## config.mk

```make
export PLATFORM = sky130hd
export DESIGN_NAME = isic_ctrl
export DESIGN_NICKNAME = d
export VERILOG_FILES = /design/src/hw/isic_pkg.sv /design/src/hw/isic_ctrl.sv /design/src/hw/isic_src_flags.sv /design/src/hw/isic_ctx_stack.sv
export SDC_FILE = /design/constraint.sdc
export NUM_CORES = 1
export LEC_CHECK = 0
export ABC_AREA = 1
export ABC_CLOCK_PERIOD_IN_PS = 2200
export BUFFER_PORTS_ARGS = -buffer_cell sky130_fd_sc_hd__buf_2
export CORE_MARGIN = 5
export CORE_UTILIZATION = 45
export CTS_BUF_LIST = sky130_fd_sc_hd__clkbuf_8
export DETAILED_ROUTE_END_ITERATION = 10
export PLACE_DENSITY = 0.78
export SYNTH_ARGS = -nofsm -noshare
export SYNTH_HDL_FRONTEND = slang
export SYNTH_SLANG_ARGS = --single-unit
```

## constraint.sdc

```tcl
create_clock -name i_mclk -period 2.2 [get_ports i_mclk]
set_clock_uncertainty 0.1 [all_clocks]
set_input_delay 0.66 -clock i_mclk [delete_from_list [all_inputs] [get_ports i_mclk]]
set_output_delay 0.66 -clock i_mclk [all_outputs]
set_load 0.005 [all_outputs]
```

## src/hw/isic_pkg.sv

```systemverilog
// constants shared by the interrupt, standby and system-instruction control
// Function
// - interrupt enable opcode decoded and turns on acceptance
// - no acceptance until next instruction completes
// - pending request vectored after that instruction
// - clear permit flag blocks diversion
// - request flag still set; taken once permitted
// - interrupt disable opcode turns off acceptance
// - clock stop opcode halts oscillator
// - clock stop operand selects restart condition
// - halt opcode suspends instruction execution
// - halt operand selects release condition
// - idle opcode uses one cycle, advances pc
// - interrupt return restores saved system state
// - interrupt return loads pc, increments stack pointer
`default_nettype none
package isic_pkg;
  // ==========================================================
  // instruction fields
  localparam logic [4:0] GRP_SYS  = 5'h07;
  localparam logic [2:0] SUB_ON   = 3'h0;
  localparam logic [2:0] SUB_OFF  = 3'h1;
  localparam logic [2:0] SUB_STOP = 3'h2;
  localparam logic [2:0] SUB_HALT = 3'h3;
  localparam logic [2:0] SUB_IDLE = 3'h4;
  localparam logic [3:0] FLD_CTL  = 4'hf;
  localparam logic [3:0] FLD_RET  = 4'he;
  localparam logic [3:0] OPD_NONE = 4'h0;
  // ==========================================================
  // register byte offsets
  localparam logic [7:0] OFS_PERMIT = 8'h00;
  localparam logic [7:0] OFS_PEND   = 8'h04;
  localparam logic [7:0] OFS_STATE  = 8'h08;
  localparam logic [7:0] OFS_EVT    = 8'h0c;
  localparam logic [7:0] OFS_MASK   = 8'h10;
  // ==========================================================
  // state register bits and event bits
  localparam int BIT_GIE    = 0;
  localparam int BIT_SHADOW = 1;
  localparam int BIT_HALT   = 2;
  localparam int BIT_STOP   = 3;
  localparam int EVT_ACPT   = 0;
  localparam int EVT_HALT   = 1;
  localparam int EVT_STOP   = 2;
  localparam int EVT_WAKE   = 3;
  localparam int EVTW       = 4;
  localparam logic [EVTW-1:0] RST_EVT  = 4'h0;
  localparam logic [EVTW-1:0] RST_MASK = 4'h0;
  localparam logic            RST_GIE  = 1'b0;
  localparam logic [15:0]     VEC_BASE = 16'h0001;
  // ==========================================================
  typedef enum logic [3:0] {
    ST_RUN  = 4'b0001,
    ST_ACPT = 4'b0010,
    ST_HALT = 4'b0100,
    ST_STOP = 4'b1000
  } isic_state_t;
  // ==========================================================
  function automatic logic is_sys(input logic [15:0] ins,
                                  input logic [2:0]  sub,
                                  input logic [3:0]  fld,
                                  input logic        any_opd);
    is_sys = (ins[15:11] == GRP_SYS) && (ins[10:8] == sub) &&
             (ins[7:4] == fld) && (any_opd || ins[3:0] == OPD_NONE);
  endfunction : is_sys
endpackage : isic_pkg
`default_nettype wire

```

## src/hw/isic_ctrl.sv

```systemverilog
// interrupt acceptance, standby and system instruction control
`default_nettype none
module isic_ctrl
  import isic_pkg::*;
#(
  parameter int          NSRC  = 4,
  parameter int          SYSW  = 4,
  parameter int          DEPTH = 8,
  parameter logic [15:0] VBASE = VEC_BASE
) (
  input  wire logic            i_mclk,
  input  wire logic            i_rst_n,
  // apb slave
  input  wire logic            i_psel,
  input  wire logic            i_penable,
  input  wire logic            i_pwrite,
  input  wire logic [7:0]      i_paddr,
  input  wire logic [31:0]     i_pwdata,
  output logic [31:0]          o_prdata,
  output logic                 o_pready,
  output logic                 o_pslverr,
  // core side
  input  wire logic            i_instr_valid,
  input  wire logic [15:0]     i_instr,
  input  wire logic [15:0]     i_ret_addr,
  input  wire logic [15:0]     i_stack_top,
  input  wire logic [SYSW-1:0] i_sys_state,
  input  wire logic [NSRC-1:0] i_src_req,
  input  wire logic [3:0]      i_wake,
  output logic                 o_hold,
  output logic                 o_pc_load,
  output logic [15:0]          o_pc_addr,
  output logic                 o_pc_inc,
  output logic                 o_sp_dec,
  output logic                 o_sp_inc,
  output logic                 o_stack_wr,
  output logic [15:0]          o_stack_wdata,
  output logic                 o_sys_restore,
  output logic [SYSW-1:0]      o_sys_data,
  output logic                 o_osc_en,
  output logic                 o_irq
);
  // ==========================================================
  // decode
  logic ex_on;
  logic ex_off;
  logic ex_stop;
  logic ex_halt;
  logic ex_idle;
  logic ex_return_from_irq_instr;
  assign ex_on   = i_instr_valid && is_sys(i_instr, SUB_ON, FLD_CTL, 1'b0);
  assign ex_off  = i_instr_valid && is_sys(i_instr, SUB_OFF, FLD_CTL, 1'b0);
  assign ex_stop = i_instr_valid && is_sys(i_instr, SUB_STOP, FLD_CTL, 1'b1);
  assign ex_halt = i_instr_valid && is_sys(i_instr, SUB_HALT, FLD_CTL, 1'b1);
  assign ex_idle = i_instr_valid && is_sys(i_instr, SUB_IDLE, FLD_CTL, 1'b0);
  assign ex_return_from_irq_instr = i_instr_valid && is_sys(i_instr, SUB_IDLE, FLD_RET, 1'b0);

  // ==========================================================
  // state
  isic_state_t     state;
  isic_state_t     next_state;
  logic            gie;
  logic            shadow;
  logic [3:0]      wake_sel;
  logic [NSRC-1:0] permit;
  logic [NSRC-1:0] pend;
  logic [NSRC-1:0] pick;
  logic            any_ready;
  logic            want;
  logic            woke;
  logic            take;
  logic [EVTW-1:0] evt;
  logic [EVTW-1:0] mask;
  logic [EVTW-1:0] evt_set;

  // shadow blocks acceptance for one instruction
  assign want = gie && !shadow && any_ready;
  assign take = (state == ST_RUN) && want;
  // operand bits pick the restart causes
  // operand bits pick the release causes
  assign woke = |(i_wake & wake_sel);
  // core may issue only while this is low
  assign o_hold = (state != ST_RUN) || want;

  // ==========================================================
  isic_src_flags #(
    .NSRC (NSRC)
  ) u_flags (
    .i_mclk    (i_mclk),
    .i_rst_n   (i_rst_n),
    .i_src_req (i_src_req),
    .i_permit  (permit),
    .i_take    (take),
    .o_pend    (pend),
    .o_any     (any_ready),
    .o_pick    (pick)
  );

  // system state saved at acceptance, restored at return
  isic_ctx_stack #(
    .SYSW  (SYSW),
    .DEPTH (DEPTH)
  ) u_ctx (
    .i_mclk  (i_mclk),
    .i_rst_n (i_rst_n),
    .i_push  (take),
    .i_pop   (ex_return_from_irq_instr),
    .i_data  (i_sys_state),
    .o_data  (o_sys_data)
  );

  // ==========================================================
  function automatic logic [15:0] vec_of(input logic [NSRC-1:0] oh);
    vec_of = VBASE;
    for (int k = 0; k < NSRC; k++) begin
      if (oh[k]) begin
        vec_of = VBASE + 16'(k);
      end
    end
  endfunction : vec_of

  // ==========================================================
  // mode sequencing
  always_comb begin
    next_state = state;
    unique case (state)
      ST_RUN: begin
        if (take) begin
          next_state = ST_ACPT;
        end else if (ex_stop) begin
          next_state = ST_STOP;
        end else if (ex_halt) begin
          next_state = ST_HALT;
        end
      end
      ST_ACPT: begin
        next_state = ST_RUN;
      end
      ST_HALT: begin
        if (woke) begin
          next_state = ST_RUN;
        end
      end
      ST_STOP: begin
        if (woke) begin
          next_state = ST_RUN;
        end
      end
      default: begin
        next_state = ST_RUN;
      end
    endcase
  end

  always_ff @(posedge i_mclk) begin
    if (!i_rst_n) begin
      state <= ST_RUN;
    end else begin
      state <= next_state;
    end
  end

  // ==========================================================
  // release condition latched from the operand
  always_ff @(posedge i_mclk) begin
    if (!i_rst_n) begin
      wake_sel <= 4'h0;
    end else if (state == ST_RUN && !take && (ex_stop || ex_halt)) begin
      wake_sel <= i_instr[3:0];
    end
  end

  always_ff @(posedge i_mclk) begin
    if (!i_rst_n) begin
      o_osc_en <= 1'b1;
    end else begin
      o_osc_en <= (next_state != ST_STOP);
    end
  end

  // ==========================================================
  // global enable and one-instruction shadow
  always_ff @(posedge i_mclk) begin
    if (!i_rst_n) begin
      gie    <= RST_GIE;
      shadow <= 1'b0;
    end else begin
      if (ex_on) begin
        gie    <= 1'b1;
        shadow <= 1'b1;
      end else if (ex_off) begin
        gie <= 1'b0;
      end else if (take) begin
        // nesting needs a fresh enable in the handler
        gie <= 1'b0;
      end
      // shadow ends when the following instruction completes
      if (i_instr_valid && !ex_on) begin
        shadow <= 1'b0;
      end
    end
  end

  // ==========================================================
  // core strobes, one cycle after the deciding edge
  always_ff @(posedge i_mclk) begin
    if (!i_rst_n) begin
      o_pc_load     <= 1'b0;
      o_pc_addr     <= 16'h0000;
      o_pc_inc      <= 1'b0;
      o_sp_dec      <= 1'b0;
      o_sp_inc      <= 1'b0;
      o_stack_wr    <= 1'b0;
      o_stack_wdata <= 16'h0000;
      o_sys_restore <= 1'b0;
    end else begin
      o_pc_load     <= 1'b0;
      o_pc_inc      <= 1'b0;
      o_sp_dec      <= 1'b0;
      o_sp_inc      <= 1'b0;
      o_stack_wr    <= 1'b0;
      o_sys_restore <= 1'b0;
      if (take) begin
        o_sp_dec      <= 1'b1;
        o_stack_wr    <= 1'b1;
        o_stack_wdata <= i_ret_addr;
        o_pc_load     <= 1'b1;
        o_pc_addr     <= vec_of(pick);
      end else if (ex_return_from_irq_instr) begin
        // pc from stack top, sp up
        o_pc_load     <= 1'b1;
        o_pc_addr     <= i_stack_top;
        o_sp_inc      <= 1'b1;
        o_sys_restore <= 1'b1;
      end else if (ex_idle) begin
        o_pc_inc <= 1'b1;
      end
    end
  end

  // ==========================================================
  // events
  always_comb begin
    evt_set           = '0;
    evt_set[EVT_ACPT] = take;
    evt_set[EVT_HALT] = (state == ST_RUN) && !take && ex_halt;
    evt_set[EVT_STOP] = (state == ST_RUN) && !take && ex_stop;
    evt_set[EVT_WAKE] = (state == ST_HALT || state == ST_STOP) && woke;
  end

  // ==========================================================
  // apb: no wait states, unmapped addresses flag an error
  logic rd_acc;
  logic wr_acc;
  logic mapped;
  assign o_pready = 1'b1;
  assign rd_acc   = i_psel && i_penable && !i_pwrite;
  assign wr_acc   = i_psel && i_penable && i_pwrite;
  assign mapped   = (i_paddr == OFS_PERMIT) || (i_paddr == OFS_PEND) ||
                    (i_paddr == OFS_STATE) || (i_paddr == OFS_EVT) ||
                    (i_paddr == OFS_MASK);
  assign o_pslverr = i_psel && i_penable && !mapped;

  always_ff @(posedge i_mclk) begin
    if (!i_rst_n) begin
      permit <= '0;
      mask   <= RST_MASK;
    end else if (wr_acc) begin
      // setting a permit releases a held request
      if (i_paddr == OFS_PERMIT) begin
        permit <= i_pwdata[NSRC-1:0];
      end
      if (i_paddr == OFS_MASK) begin
        mask <= i_pwdata[EVTW-1:0];
      end
    end
  end

  // read clears the status; a same-cycle event survives
  always_ff @(posedge i_mclk) begin
    if (!i_rst_n) begin
      evt <= RST_EVT;
    end else begin
      evt <= ((rd_acc && i_paddr == OFS_EVT) ? '0 : evt) | evt_set;
    end
  end

  always_comb begin
    o_prdata = 32'h0000_0000;
    if (rd_acc) begin
      unique case (i_paddr)
        OFS_PERMIT: o_prdata[NSRC-1:0] = permit;
        OFS_PEND:   o_prdata[NSRC-1:0] = pend;
        OFS_STATE: begin
          o_prdata[BIT_GIE]    = gie;
          o_prdata[BIT_SHADOW] = shadow;
          o_prdata[BIT_HALT]   = (state == ST_HALT);
          o_prdata[BIT_STOP]   = (state == ST_STOP);
        end
        OFS_EVT:    o_prdata[EVTW-1:0] = evt;
        OFS_MASK:   o_prdata[EVTW-1:0] = mask;
        default:    o_prdata = 32'h0000_0000;
      endcase
    end
  end

  always_ff @(posedge i_mclk) begin
    if (!i_rst_n) begin
      o_irq <= 1'b0;
    end else begin
      o_irq <= |((((rd_acc && i_paddr == OFS_EVT) ? '0 : evt) | evt_set) & mask);
    end
  end
endmodule : isic_ctrl
`default_nettype wire

```

## src/hw/isic_src_flags.sv

```systemverilog
// per-source pending flags and lowest-index permitted pick
`default_nettype none
module isic_src_flags
  import isic_pkg::*;
#(
  parameter int NSRC = 4
) (
  input  wire logic            i_mclk,
  input  wire logic            i_rst_n,
  input  wire logic [NSRC-1:0] i_src_req,
  input  wire logic [NSRC-1:0] i_permit,
  input  wire logic            i_take,
  output logic [NSRC-1:0]      o_pend,
  output logic                 o_any,
  output logic [NSRC-1:0]      o_pick
);
  logic [NSRC-1:0] ready;
  assign ready = o_pend & i_permit;
  assign o_any = |ready;
  // ==========================================================
  // lowest index wins
  always_comb begin
    o_pick = '0;
    for (int k = NSRC - 1; k >= 0; k--) begin
      if (ready[k]) begin
        o_pick    = '0;
        o_pick[k] = 1'b1;
      end
    end
  end
  // ==========================================================
  // request latched regardless of permit
  always_ff @(posedge i_mclk) begin
    if (!i_rst_n) begin
      o_pend <= '0;
    end else begin
      // a new request beats the clear of acceptance
      o_pend <= (o_pend & ~(i_take ? o_pick : '0)) | i_src_req;
    end
  end
endmodule : isic_src_flags
`default_nettype wire

```

## src/hw/isic_ctx_stack.sv

```systemverilog
// last-in first-out store of system state saved at acceptance
`default_nettype none
module isic_ctx_stack
  import isic_pkg::*;
#(
  parameter int SYSW  = 4,
  parameter int DEPTH = 8
) (
  input  wire logic            i_mclk,
  input  wire logic            i_rst_n,
  input  wire logic            i_push,
  input  wire logic            i_pop,
  input  wire logic [SYSW-1:0] i_data,
  output logic [SYSW-1:0]      o_data
);
  localparam int AW = $clog2(DEPTH + 1);
  logic [SYSW-1:0] mem [DEPTH];
  logic [AW-1:0]   cnt;
  // ==========================================================
  // overflow drops the oldest-free slot write; underflow reads 0
  always_ff @(posedge i_mclk) begin
    if (!i_rst_n) begin
      cnt    <= '0;
      o_data <= '0;
    end else if (i_push && cnt < AW'(DEPTH)) begin
      mem[cnt[$clog2(DEPTH)-1:0]] <= i_data;
      cnt <= cnt + AW'(1);
    end else if (i_pop) begin
      if (cnt != '0) begin
        o_data <= mem[cnt[$clog2(DEPTH)-1:0] - 1'b1];
        cnt    <= cnt - AW'(1);
      end else begin
        o_data <= '0;
      end
    end
  end
endmodule : isic_ctx_stack
`default_nettype wire

```

==> results of run 1 <==
[cells by family after synthesis]
| logic type | share of synthesized area [%] |
|---|---|
| XOR/XNOR | 0.368 |
| buffers and inverters | 10.0 |
| flip-flops | 50.5 |
| AND/OR/NAND/NOR | 24.1 |
| other | 0.158 |
| AO/OA/AOI/OAI | 13.6 |
| adder cells (fa/ha/maj) | 1.21 |
[cell type report]
| cell class | instances | area [µm²] | area share [%] |
|---|---|---|---|
| Sequential cell | 104 | 2400 | 40.5 |
| Multi-Input combinational cell | 401 | 2080 | 35.1 |
| Timing Repair Buffer | 162 | 933 | 15.8 |
| Tap cell | 136 | 170 | 2.87 |
| Inverter | 42 | 163 | 2.74 |
| Clock buffer | 9 | 124 | 2.09 |
| Clock inverter | 7 | 52.6 | 0.887 |
[layer usage]
layer  part of all wire [%]  routed length, µm  vias to the layer above  track usage (%)
met1                     41               4780                     1973             21.7
met4                    1.8                208                        0             6.09
met3                    6.7                782                       19             4.22
met2                     51               5940                      159             32.1
met5                      0                  0                        -                0
li1                       -                  -                     2137                -
[metrics by stage]
stage | instances | hold WS [ns]
after detailed placement | 840 | 0.348
after CTS | 857 | 0.364
after floorplan | 592 | 0.352
after global routing | 861 | 0.381
final | 861 | 0.362
after global placement | 840 | 0.343
[worst max-delay path, delay by kind of cell]
family,cells,cell delay [ns]
AO/OA/AOI/OAI,1,0.14
buffers and inverters,2,0.22
AND/OR/NAND/NOR,6,0.66
[state kept, by name, summed over array words and instances (netlist names), 4 cells and up]
name and flops:
state 4, wake_sel 4, o_pc_addr 16, u_ctx.cnt 4
o_stack_wdata 16, evt 4, u_ctx.mem 32, permit 4
u_ctx.o_data 4, mask 4, u_flags.o_pend 4
[Yosys cell counts (2+ instances only)]
cell type  count  share of area [%]
nand2_1      100                7.9
nor2_1        97                7.7
dfxtp_1       72                 30
o21ai_0       46                4.8
inv_1         36                2.8
buf_4         32                5.0
edfxtp_1      32                 20
nand3_1       32                3.4
a21oi_1       30                3.2
a22o_1        15                2.8
nor3_1        11                1.2
clkbuf_1       6               0.47
o22ai_1        6               0.79
buf_2          5               0.53
o21ai_1        4               0.42
ha_1           3               0.79
inv_2          3               0.24
o211ai_1       3               0.47
clkinv_1       2               0.16
conb_1         2               0.16
nand2_2        2               0.26
nand2_8        2               0.84
nand3_4        2               0.74
nand4_1        2               0.26
xnor2_1        2               0.37
[placed cells by master, fill, tap and decap left out, types with 15 or more instances in the layout]
cell type | Yosys | final
nand2_1 | 100 | 97
buf_2 | 5 | 124
nor2_1 | 97 | 95
a22o_1 | 15 | 15
edfxtp_1 | 32 | 32
a21oi_1 | 30 | 28
o21ai_0 | 46 | 45
dfxtp_1 | 72 | 72
buf_4 | 32 | 33
conb_1 | 2 | 29
nand3_1 | 32 | 31
inv_1 | 36 | 32
[final timing paths]
| check | from | to | slack, ns | depth (start not counted) |
|---|---|---|---|---|
| max | i_paddr[5] | o_prdata[1] | -0.25 | 9 |
| max reg2reg | u_flags.o_pend[1]$_SDFF_PN0_ | u_ctx.cnt[3]$_SDFFE_PN0P_ | 0.22 | 12 |
| min reg2reg | o_pc_addr[3]$_SDFFE_PN0P_ | o_pc_addr[3]$_SDFFE_PN0P_ | 0.36 | 2 |
| min | o_pc_addr[3]$_SDFFE_PN0P_ | o_pc_addr[3]$_SDFFE_PN0P_ | 0.36 | 2 |
[report_power, final]
group	total (mW)	leakage, nW	internal, mW	switching [mW]
Combinational	0.188	1.76	0.0777	0.110
Sequential	1.98	0.868	1.98	0.00538
Clock	1.09	0.0904	0.422	0.671
[what timing repair did]
| action | in CTS | in global routing |
|---|---|---|
| setup buffers | 1 | 4 |
| resized for setup | 16 | 7 |
| pin swaps | 4 | 1 |
| endpoints found under the setup margin | 5 | 7 |
==> reports/summary.md, run 1 <==
Remaining global-route overflow: 0. STA puts the critical path data required time at 1.44 ns. In this run, synthesis inferred 32 flip-flops with an integrated enable.

The areal power density over the cells works out to 551 mW/mm². The logs give 4288 for the number of vias after detailed routing and 0 for the count of nets left with antenna violations after detail routing. The number of I/O port buffers was 127; the number of buffers created by CTS was 9. Clock tree synthesis found a total of 104 sinks. The tool flagged a number of max-cap violations equal to 0. Clock tree synthesis selected as its root buffer the cell clkbuf_8.

In this run the worst path has a maximum fanout of 4. The signal on the critical path passes through buf_6 -> nor2_4 -> nand3_4 -> nor4_4 -> nand2_1 -> nand2_1 -> nor2_1 -> a21oi_1 -> buf_2. The detail-routed via count per cell works out to 4.98. The initial utilization of the core area, before any placement, comes to 46.1%. The data arrival time at the worst-slack endpoint is 1.69 ns, and the placement-stage cell area is 0.00563 mm². The worst setup path is launched from an input pin.

Type of the most critical hold path: register to register. The clock reaches the later pin of the worst-skew pair after 0.36 ns. For this design the static power due to leakage is 2.72 nW.

Entering global routing, the biggest net connects 31 pins. For this block, the initial DRC count from the detailed router was 229. The logs give 4290 for the number of global-route vias before repair and 0.00476 mm² for the post-synth design cell area. Of the cells placed in the final design, the portion with a size suffix greater than 1 is 29.4%. The first global-routing pass estimated 19200 µm of wire.

The average wire per cell in the routed design is 13.6 µm. The maximum count of clock buffers along a single path is 2. For this design, the slowest cell found on the critical path is nor4_4.

The flow ran to the end, but the final reports show violations. Clock-pin slew was measured on the worst setup and hold paths at 0.09 ns. The area growth from synthesis to layout is 24.5%. The die area came out at 0.0127 mm². TritonCTS built the clock tree. The congestion estimate from routability-driven global placement came to 0.877. The final layout contains routed wiring with a total length of 11700 µm. The worst supply voltage drop on vdd was 0.362 mV. The least setup slack across all paths after layout is -0.250 ns.

The run gives 50.5% as the proportion of synthesized chip area in sequential cells. Synthesis produced a netlist whose cell count is 565. The design draws 3.26 mW. The number of synthesized register bits is 104. The number of unique standard cell types used by synthesis is 43, and the async set-or-reset flop fraction in the synthesized netlist is 0%. The die height is 113 µm, and the count of yosys warnings during synthesis is 0. After legalization and detailed placement, the total HPWL measured 9100 µm. Before CTS, the worst setup slack after placement is -0.335 ns.

Final cycle utilization of the critical path: 111%. The core region is 0.0103 mm². Setup repair after global routing could not meet its margin everywhere. The checks that failed: negative setup slack.

The maximum frequency from static timing analysis was 0.408 GHz; the max-slew violation total from the final report was 0. The filler cells instantiated in the layout total 917. STA classifies the critical path endpoint as a primary output. Subtracting the final worst setup slack from the clock period gives 2.45 ns. The library cell appearing most often on the critical path is nand2_1.

At the end of the flow the core is filled with cells to 57.4%. Overall global routing resource usage: 18.2%. The number of top-level design ports was 185. The logs give 0 for the number of buffers added to fix hold violations after cts and 3 for the maximum level of the CTS H-tree.

After detailed routing, the number of remaining DRC violations is 0. The critical path is of the input pin to primary output type. Setup violations remaining at the end of the flow were counted as 5.

The diode insertion count for antenna repair was 0. Most frequently used flop master after synthesis: dfxtp_1. The tools report the sum of negative setup slack as -1.08 ns. In this run the core area contains 37 standard-cell rows. At the end of the flow, the number of nets in the layout was 830.

Averaged over all synthesized cells, the footprint is 8.42 µm². Peak per-stage delay on the critical path: 0.23 ns. Before antenna repair, the detailed router went through 4 iterations.

The number of hold-slack violations in the final timing report was 0; the width of the chip was 113 µm. The initial antenna violation count is 0. After routing the design area is 0.00593 mm².
(Power assumes the default switching activity.)
==> inputs of run 2 (changes only) <==
--- a/config.mk
+++ b/config.mk
@@ -6,13 +6,15 @@
 export NUM_CORES = 1
 export LEC_CHECK = 0
 export ABC_AREA = 1
-export ABC_CLOCK_PERIOD_IN_PS = 2200
+export ABC_CLOCK_PERIOD_IN_PS = 2940
 export BUFFER_PORTS_ARGS = -buffer_cell sky130_fd_sc_hd__buf_2
 export CORE_MARGIN = 5
 export CORE_UTILIZATION = 45
 export CTS_BUF_LIST = sky130_fd_sc_hd__clkbuf_8
+export CTS_CLUSTER_DIAMETER = 50
 export DETAILED_ROUTE_END_ITERATION = 10
-export PLACE_DENSITY = 0.78
+export PLACE_DENSITY = 0.75
 export SYNTH_ARGS = -nofsm -noshare
 export SYNTH_HDL_FRONTEND = slang
 export SYNTH_SLANG_ARGS = --single-unit
+export TNS_END_PERCENT = 10
==> constraint.sdc (replaced) <==
create_clock -name i_mclk -period 2.94 [get_ports i_mclk]
set_clock_uncertainty 0.1 [all_clocks]
set_input_delay 0.882 -clock i_mclk [delete_from_list [all_inputs] [get_ports i_mclk]]
set_output_delay 0.882 -clock i_mclk [all_outputs]
set_load 0.005 [all_outputs]
==> run 2 against run 1 <==
The run still ends with negative setup slack left. Setup slack better by 0.21 ns. Register-to-register slack better by 0.22 ns. Final cell count is 2.9% lower. Via count is 3.4% lower. Flip-flop and latch count stayed put. Wire length is 3.5% lower. Final area is 4.3% lower. Critical path depth is 1 higher. Sequential power is 25% lower. Sequential share of layout area is 1.8 points higher. Highest routed layer unchanged.
==> reports/summary.md, run 2 (synthesis gave the netlist of run 1 again) <==
After detailed routing, the number of remaining DRC violations is 0. The area growth from synthesis to final layout was 19.2%. The core region is 0.0103 mm².

For the area of the multi-input gates, the log shows 0.00201 mm². The run gives -0.0419 ns as the least setup slack across all paths after layout. The die area was 0.0127 mm²; the final critical path time including I/O delays and setup was 2.98 ns. The worst-margin pin slew is 0.692 ns. The final cycle utilization of the critical path is 101%.

For the number of hold-slack violations in the final timing report, the log shows 0. The worst setup path is launched from an input pin. The run gives 805 as the number of nets in the finished design. Root buffer cell: clkbuf_8.

Placement-stage cell area: 0.00543 mm². Setup repair after global routing could not meet its margin everywhere. In the layout the commonest cells are buf_2 (127), nand2_1 (99), nor2_1 (96). The logs give 53.5% for the worst max-slew margin expressed relative to the limit and 9 for the number of buffers created by CTS. The H-tree was split into 3 levels. TritonCTS built the clock tree.

The number of global-route vias before repair came out at 3959. Once detail routing completed, the nets flagged for antenna violations numbered 0. For the number of top-level design ports, the log shows 185.

The analysis attributes to cell leakage a power of 2.60 nW. The run gives 46.1% as the initial cell density of the core. The run finished, with violations left. The detail-routed via count per cell was 4.96; the detailed-route wire length was 11300 µm. Number of I/O port buffers: 127. The register with the most flip-flops in the layout has 32 of them. The tools report the maximum frequency from static timing analysis as 0.335 GHz. The worst setup path is captured at a primary output. The share of cells above drive strength 1 is 25.1%.

In this run the most used layer during global routing was met2. The final reports fail on negative setup slack. Global routing used 30.2% of the available met2 tracks.

In this run, the number of DRC markers left after iteration 0 of detailed routing was 282. The diode insertion count for antenna repair was 0; the average wire per cell in the routed design was 13.5 µm. The width of the chip works out to 113 µm.

Registers take 0.00240 mm². The post-route cell area was 0.00567 mm². The tools report the weighted congestion reported at the end of routability-driven placement as 0.934. The number of optimization iterations in the first detailed-route pass is 5, and the worst supply voltage drop on vdd is 0.199 mV. The data required time of the critical path is 1.96 ns, and the total clock sinks is 104.

The die height was 113 µm; the initial antenna violation count was 0. For this design the ratio of total power to cell area is 447 mW/mm². The start-to-end type of the worst setup path is input pin to primary output.

After global routing the overflow that remains totals 0. Entering global routing, the biggest net connects 31 pins. Type of the most critical hold path: register to register. Data arrives at the worst endpoint at 2.00 ns. The reported max-cap violation count came out at 0. Counting the fill cells in the layout gives 960. The completed layout was analyzed and its total power is 2.54 mW.

In this run the worst path has a maximum fanout of 4. Post-CTS setup repair buffer count: 0. For met1 alone, demand over resource in global routing was 21.4%. The max-slew violation total from the final report is 0. The total of endpoints with negative setup slack in the final report is 4. The first global-routing pass estimated 18300 µm of wire. The clock reaches the later pin of the worst-skew pair after 0.35 ns. Overall global routing resource usage: 17.5%.

Detailed routing inserted a total of 4143 vias. The clock input transition at the sequential cells of the worst setup and hold paths was 0.09 ns; the maximum count of clock buffers along a single path was 2. The met3 usage in global routing was 3.69%; the post-detailed-placement half-perimeter wirelength was 8720 µm.

In this run the core area contains 37 standard-cell rows. The library cell used most frequently in the layout, excluding fill and tap cells, is buf_2.
## run 2: per-layer routing
metal	vias to the layer above	wire length (µm)
li1	2087	-
met1	1880	4630
met2	158	5540
met3	18	906
met4	0	213
met5	-	0
## run 2: where the power goes
group          total, mW  internal, mW  switching (mW)
combinational      0.129        0.0526          0.0767
sequential          1.48          1.48         0.00407
clock              0.923         0.459           0.464
total               2.54          1.99           0.545
## run 2: metrics by stage
step	TNS, ns	instances	utilization [%]	worst slack, ns	hold WS [ns]
finish	-0.124	836	54.9	-0.0419	0.369
global route	-0.466	836	54.9	-0.134	0.391
CTS	-0.0305	836	54.8	-0.0167	0.371
detailed placement	-0.290	820	52.6	-0.0833	0.352
global placement	-0.296	820	52.6	-0.0799	0.346
floorplan	0	592	-	0.135	0.352
## run 2: final timing paths
kind              slack [ns]                        end                      start  cells past startpoint
setup / recovery       -0.04                o_prdata[1]                 i_paddr[5]                     10
setup reg to reg        0.44  u_ctx.mem[7][0]$_DFFE_PP_        state[2]$_SDFF_PN0_                      7
hold reg to reg         0.37  o_pc_addr[6]$_SDFFE_PN0P_  o_pc_addr[6]$_SDFFE_PN0P_                      2
hold / removal          0.37  o_pc_addr[6]$_SDFFE_PN0P_  o_pc_addr[6]$_SDFFE_PN0P_                      2
## run 2: layout make-up
class	count	area share (%)
timing repair buffer	137	12.5
multi-input combinational	401	35.5
inverter	42	2.87
sequential	104	42.4
clock buffer	10	2.43
tap	136	3.00
clock inverter	6	1.30
## run 2: timing repair
| item | 4_1_cts | 5_1_grt |
|---|---|---|
| gates resized for setup | 6 | 3 |
| endpoints found under the setup margin | 4 | 4 |
| hold buffers | 0 | 0 |
| pin swaps | 1 | 0 |
## run 2: critical path, stage by stage
cell,delay [ns]
buf_2,0.11
nor2_4,0.12
nand3_4,0.11
nor4_2,0.18
buf_4,0.17
nand2_1,0.05
nand2_1,0.06
nor2_1,0.04
a21oi_1,0.14
buf_2,0.14
==> inputs of run 3 (changes only) <==
--- a/config.mk
+++ b/config.mk
@@ -7,13 +7,12 @@
 export LEC_CHECK = 0
 export ABC_AREA = 1
 export ABC_CLOCK_PERIOD_IN_PS = 2940
-export BUFFER_PORTS_ARGS = -buffer_cell sky130_fd_sc_hd__buf_2
 export CORE_MARGIN = 5
 export CORE_UTILIZATION = 45
 export CTS_BUF_LIST = sky130_fd_sc_hd__clkbuf_8
 export CTS_CLUSTER_DIAMETER = 50
 export DETAILED_ROUTE_END_ITERATION = 10
-export PLACE_DENSITY = 0.75
+export DONT_BUFFER_PORTS = 1
 export SYNTH_ARGS = -nofsm -noshare
 export SYNTH_HDL_FRONTEND = slang
 export SYNTH_SLANG_ARGS = --single-unit
==> run 3 against run 2 <==
The run now ends clean. Final cell count fell by 15%. Critical path depth shrank 5. Largest cell class unchanged. Largest power group unchanged. Utilization is 6.3 points lower. Count of clock-buffer cells in the layout is the same. Combinational power shrank 55%. Global-route usage is 0.43 points lower. Via count decreased by 12%. Non-clock buffer count decreased by 127. Worst hold slack improved by 0.022 ns. Critical path type unchanged. Sequential power barely moved.
==> reports/summary.md, run 3 (synthesis gave the netlist of run 1 again) <==
The flow ran to the end, and the final reports show no timing, DRC or antenna violations. The register with the most flip-flops in the layout has 32 of them. STA classifies the critical path endpoint as a primary output. The logs give 0 for the count of nets left with antenna violations after detail routing and 48.7% for the post-route core utilization. Max-slew violation total from the final report: 0. Static leakage: 2.01 nW.

The min-delay analysis places its worst path in the category register to register. The floorplan step defined a die boundary enclosing 0.0127 mm². In this design, the largest share of critical-path delay is due to simple AND/OR/NAND/NOR gates. The width of the chip is 113 µm, and the post-CTS setup repair buffer count is 0. For this configuration, the core starts out at a cell density of 46.1%.

The die height came out at 113 µm. TritonCTS built the clock tree. The average wire per cell in the routed design came out at 15.4 µm. Data on the critical path arrives at its endpoint at 1.87 ns. The run gives 0.391 ns as the smallest hold slack. The cell count of the worst hold path was 2; the total clock sinks was 104.

The post-route cell area is 0.00502 mm². The start-to-end type of the worst setup path is input pin to primary output. Input and output buffers added on the ports amount to 0. The internal power of the cells totals 1.92 mW. The most congested layer reported by global routing was met2. The number of buffers and inverters on the critical path is 0. The startpoint identified for the worst hold timing path is o_pc_addr[10]$_SDFFE_PN0P_. Leaving out fill and tap cells, the most frequent cell in the layout is nand2_1.

For the clock latency on the worst-skew pair, the log shows 0.36 ns. Of the total power, combinational logic draws 2.3%. For the number of nets in the finished design, the log shows 678. The weighted congestion reported at the end of routability-driven placement is 0.881, and the count of unresolved DRC violations after routing is 0.

The number of vias after detailed routing came out at 3645. The met3 usage in global routing is 5.19%, and the worst max-slew margin expressed relative to the limit is 52.6%. The largest fanout of any net on the critical path was 4; the wire length of the first global-routing pass was 17500 µm.

Of the total power, the clock network draws 37.1%. The initial antenna violation count is 0, and the peak per-stage delay on the critical path is 0.30 ns. Dividing the detail-routed via count by the number of cells gives 5.14. The root buffer cell chosen for the clock tree is clkbuf_8. The violation count after the first detailed-route iteration was 192; the overall global routing resource usage was 17.1%. The number of hold-slack violations in the final timing report was 0. The pre-antenna-repair detailed-routing pass consisted of 4 iterations. The areal power density over the cells came out at 487 mW/mm². Walking the worst path, the cells encountered are nor2_1 -> nand3_2 -> o21ai_0 -> nand2_1 -> a21oi_2. The logs give 27.4% for the met2 demand-to-capacity share in global routing and 32 for the largest net degree at the start of global routing. The logs give 37 for the number of placement rows and 0 for the remaining global-route overflow. The maximum level of the CTS H-tree came out at 3.

In this run the critical register-to-register path is launched from permit[0]$_SDFFE_PN0P_. In this run the count of I/O pins placed on the die edge is 185. The met1 track demand over resource in global routing is 21.5%, and the share of cells above drive strength 1 is 8.73%.

The tools report the worst supply voltage drop on vdd as 0.270 mV. For this run, the top clock speed supported by timing is 0.351 GHz. Max-cap violations in this run came to 0.

The worst register-to-register path has a depth of 8. The run gives 533 µW as the total net switching power. The final critical path time including I/O delays and setup was 2.85 ns. On the critical path, the stage with the largest delay is an instance of o21ai_0. In this run the register-to-register setup slack is 0.47 ns.

The tools report the number of global-route vias before repair as 3596. Data required time of the critical path: 1.96 ns. The tools report the placement-stage cell area as 0.00479 mm². The diode insertion count for antenna repair was 0. Setup violations remaining at the end of the flow were counted as 0. The placeable core region is 0.0103 mm², and the maximum count of clock buffers along a single path is 2. STA classifies the critical path startpoint as an input pin. Buffers inserted during clock tree synthesis total 9. Clock-pin slew was measured on the worst setup and hold paths at 0.10 ns.

The worst path uses 96.9% of the clock period. The switching power as a share of total power is 21.8%, and the post-detailed-placement half-perimeter wirelength is 8220 µm. Per report_power, the sequential group accounts for 60.6% of the total. In the layout the commonest cells are nand2_1 (99), nor2_1 (97), dfxtp_1 (72). In this run the critical register-to-register path is captured at u_ctx.mem[2][2]$_DFFE_PP_. Wires add up to 10900 µm. For the pin with the worst max-slew slack, the measured transition is 0.705 ns. Compared with the post-synthesis result, the final layout area differs by 5.57%. For hold timing, the worst endpoint is o_pc_addr[10]$_SDFFE_PN0P_.
[run 3: area by class of cell]
cell class | count | area (µm²)
multi-input cells | 401 | 2010
repair buffers | 10 | 75.1
inverters | 42 | 163
fillers | 989 | 5300
flip-flops and latches | 104 | 2400
well taps | 136 | 170
clock inverters | 6 | 67.6
clock buffers | 10 | 138
[run 3: worst reg2reg max path: stages (launching register included)]
cell,delay (ns)
dfxtp_1,0.39
nand2_1,0.10
nand2_1,0.14
o21ai_4,0.10
inv_2,0.14
nand2_8,0.14
nor2_8,0.30
nand3_4,0.13
nor3_1,0.57
[run 3: timing repair]
item                                    CTS  global route
endpoints found under the setup margin    0             4
resized for setup                         0             7
hold buffers                              0             0
[run 3: layer usage]
metal / part of all wire (%) / vias up
li1: - / 1831
met1: 43 / 1670
met2: 47 / 129
met3: 8.3 / 15
met4: 1.9 / 0
met5: 0 / -
[run 3: worst max-delay path by stage]
stage	startpoint	endpoint	slack (ns)	depth (start not counted)
4_1_cts	i_paddr[5]	o_prdata[1]	0.06	8
6_report	i_paddr[5]	o_prdata[0]	0.09	5
5_1_grt	i_paddr[5]	o_prdata[1]	-0.02	5
2_1_floorplan	i_paddr[5]	o_prdata[0]	0.14	7
3_3_place_gp	i_paddr[5]	o_prdata[1]	0.09	8
3_5_place_dp	i_paddr[5]	o_prdata[1]	0.08	8
[run 3: power groups by stage]
stage               registers [mW]  logic, mW  clock network (mW)
floorplan                     1.52     0.0778                   0
global placement              1.52     0.0535                   0
detailed placement            1.52     0.0546                   0
CTS                           1.48     0.0549               0.931
global route                  1.48     0.0661               0.988
finish                        1.48     0.0575               0.908
[run 3: through the flow]
step	cells	setup slack [ns]	setup TNS, ns	total power, mW
final	709	0.0909	0	2.45
after global placement	693	0.0873	0	1.57
after CTS	709	0.0584	0	2.47
after floorplan	592	0.135	0	1.59
after detailed placement	693	0.0834	0	1.57
after global routing	709	-0.0157	-0.0230	2.54
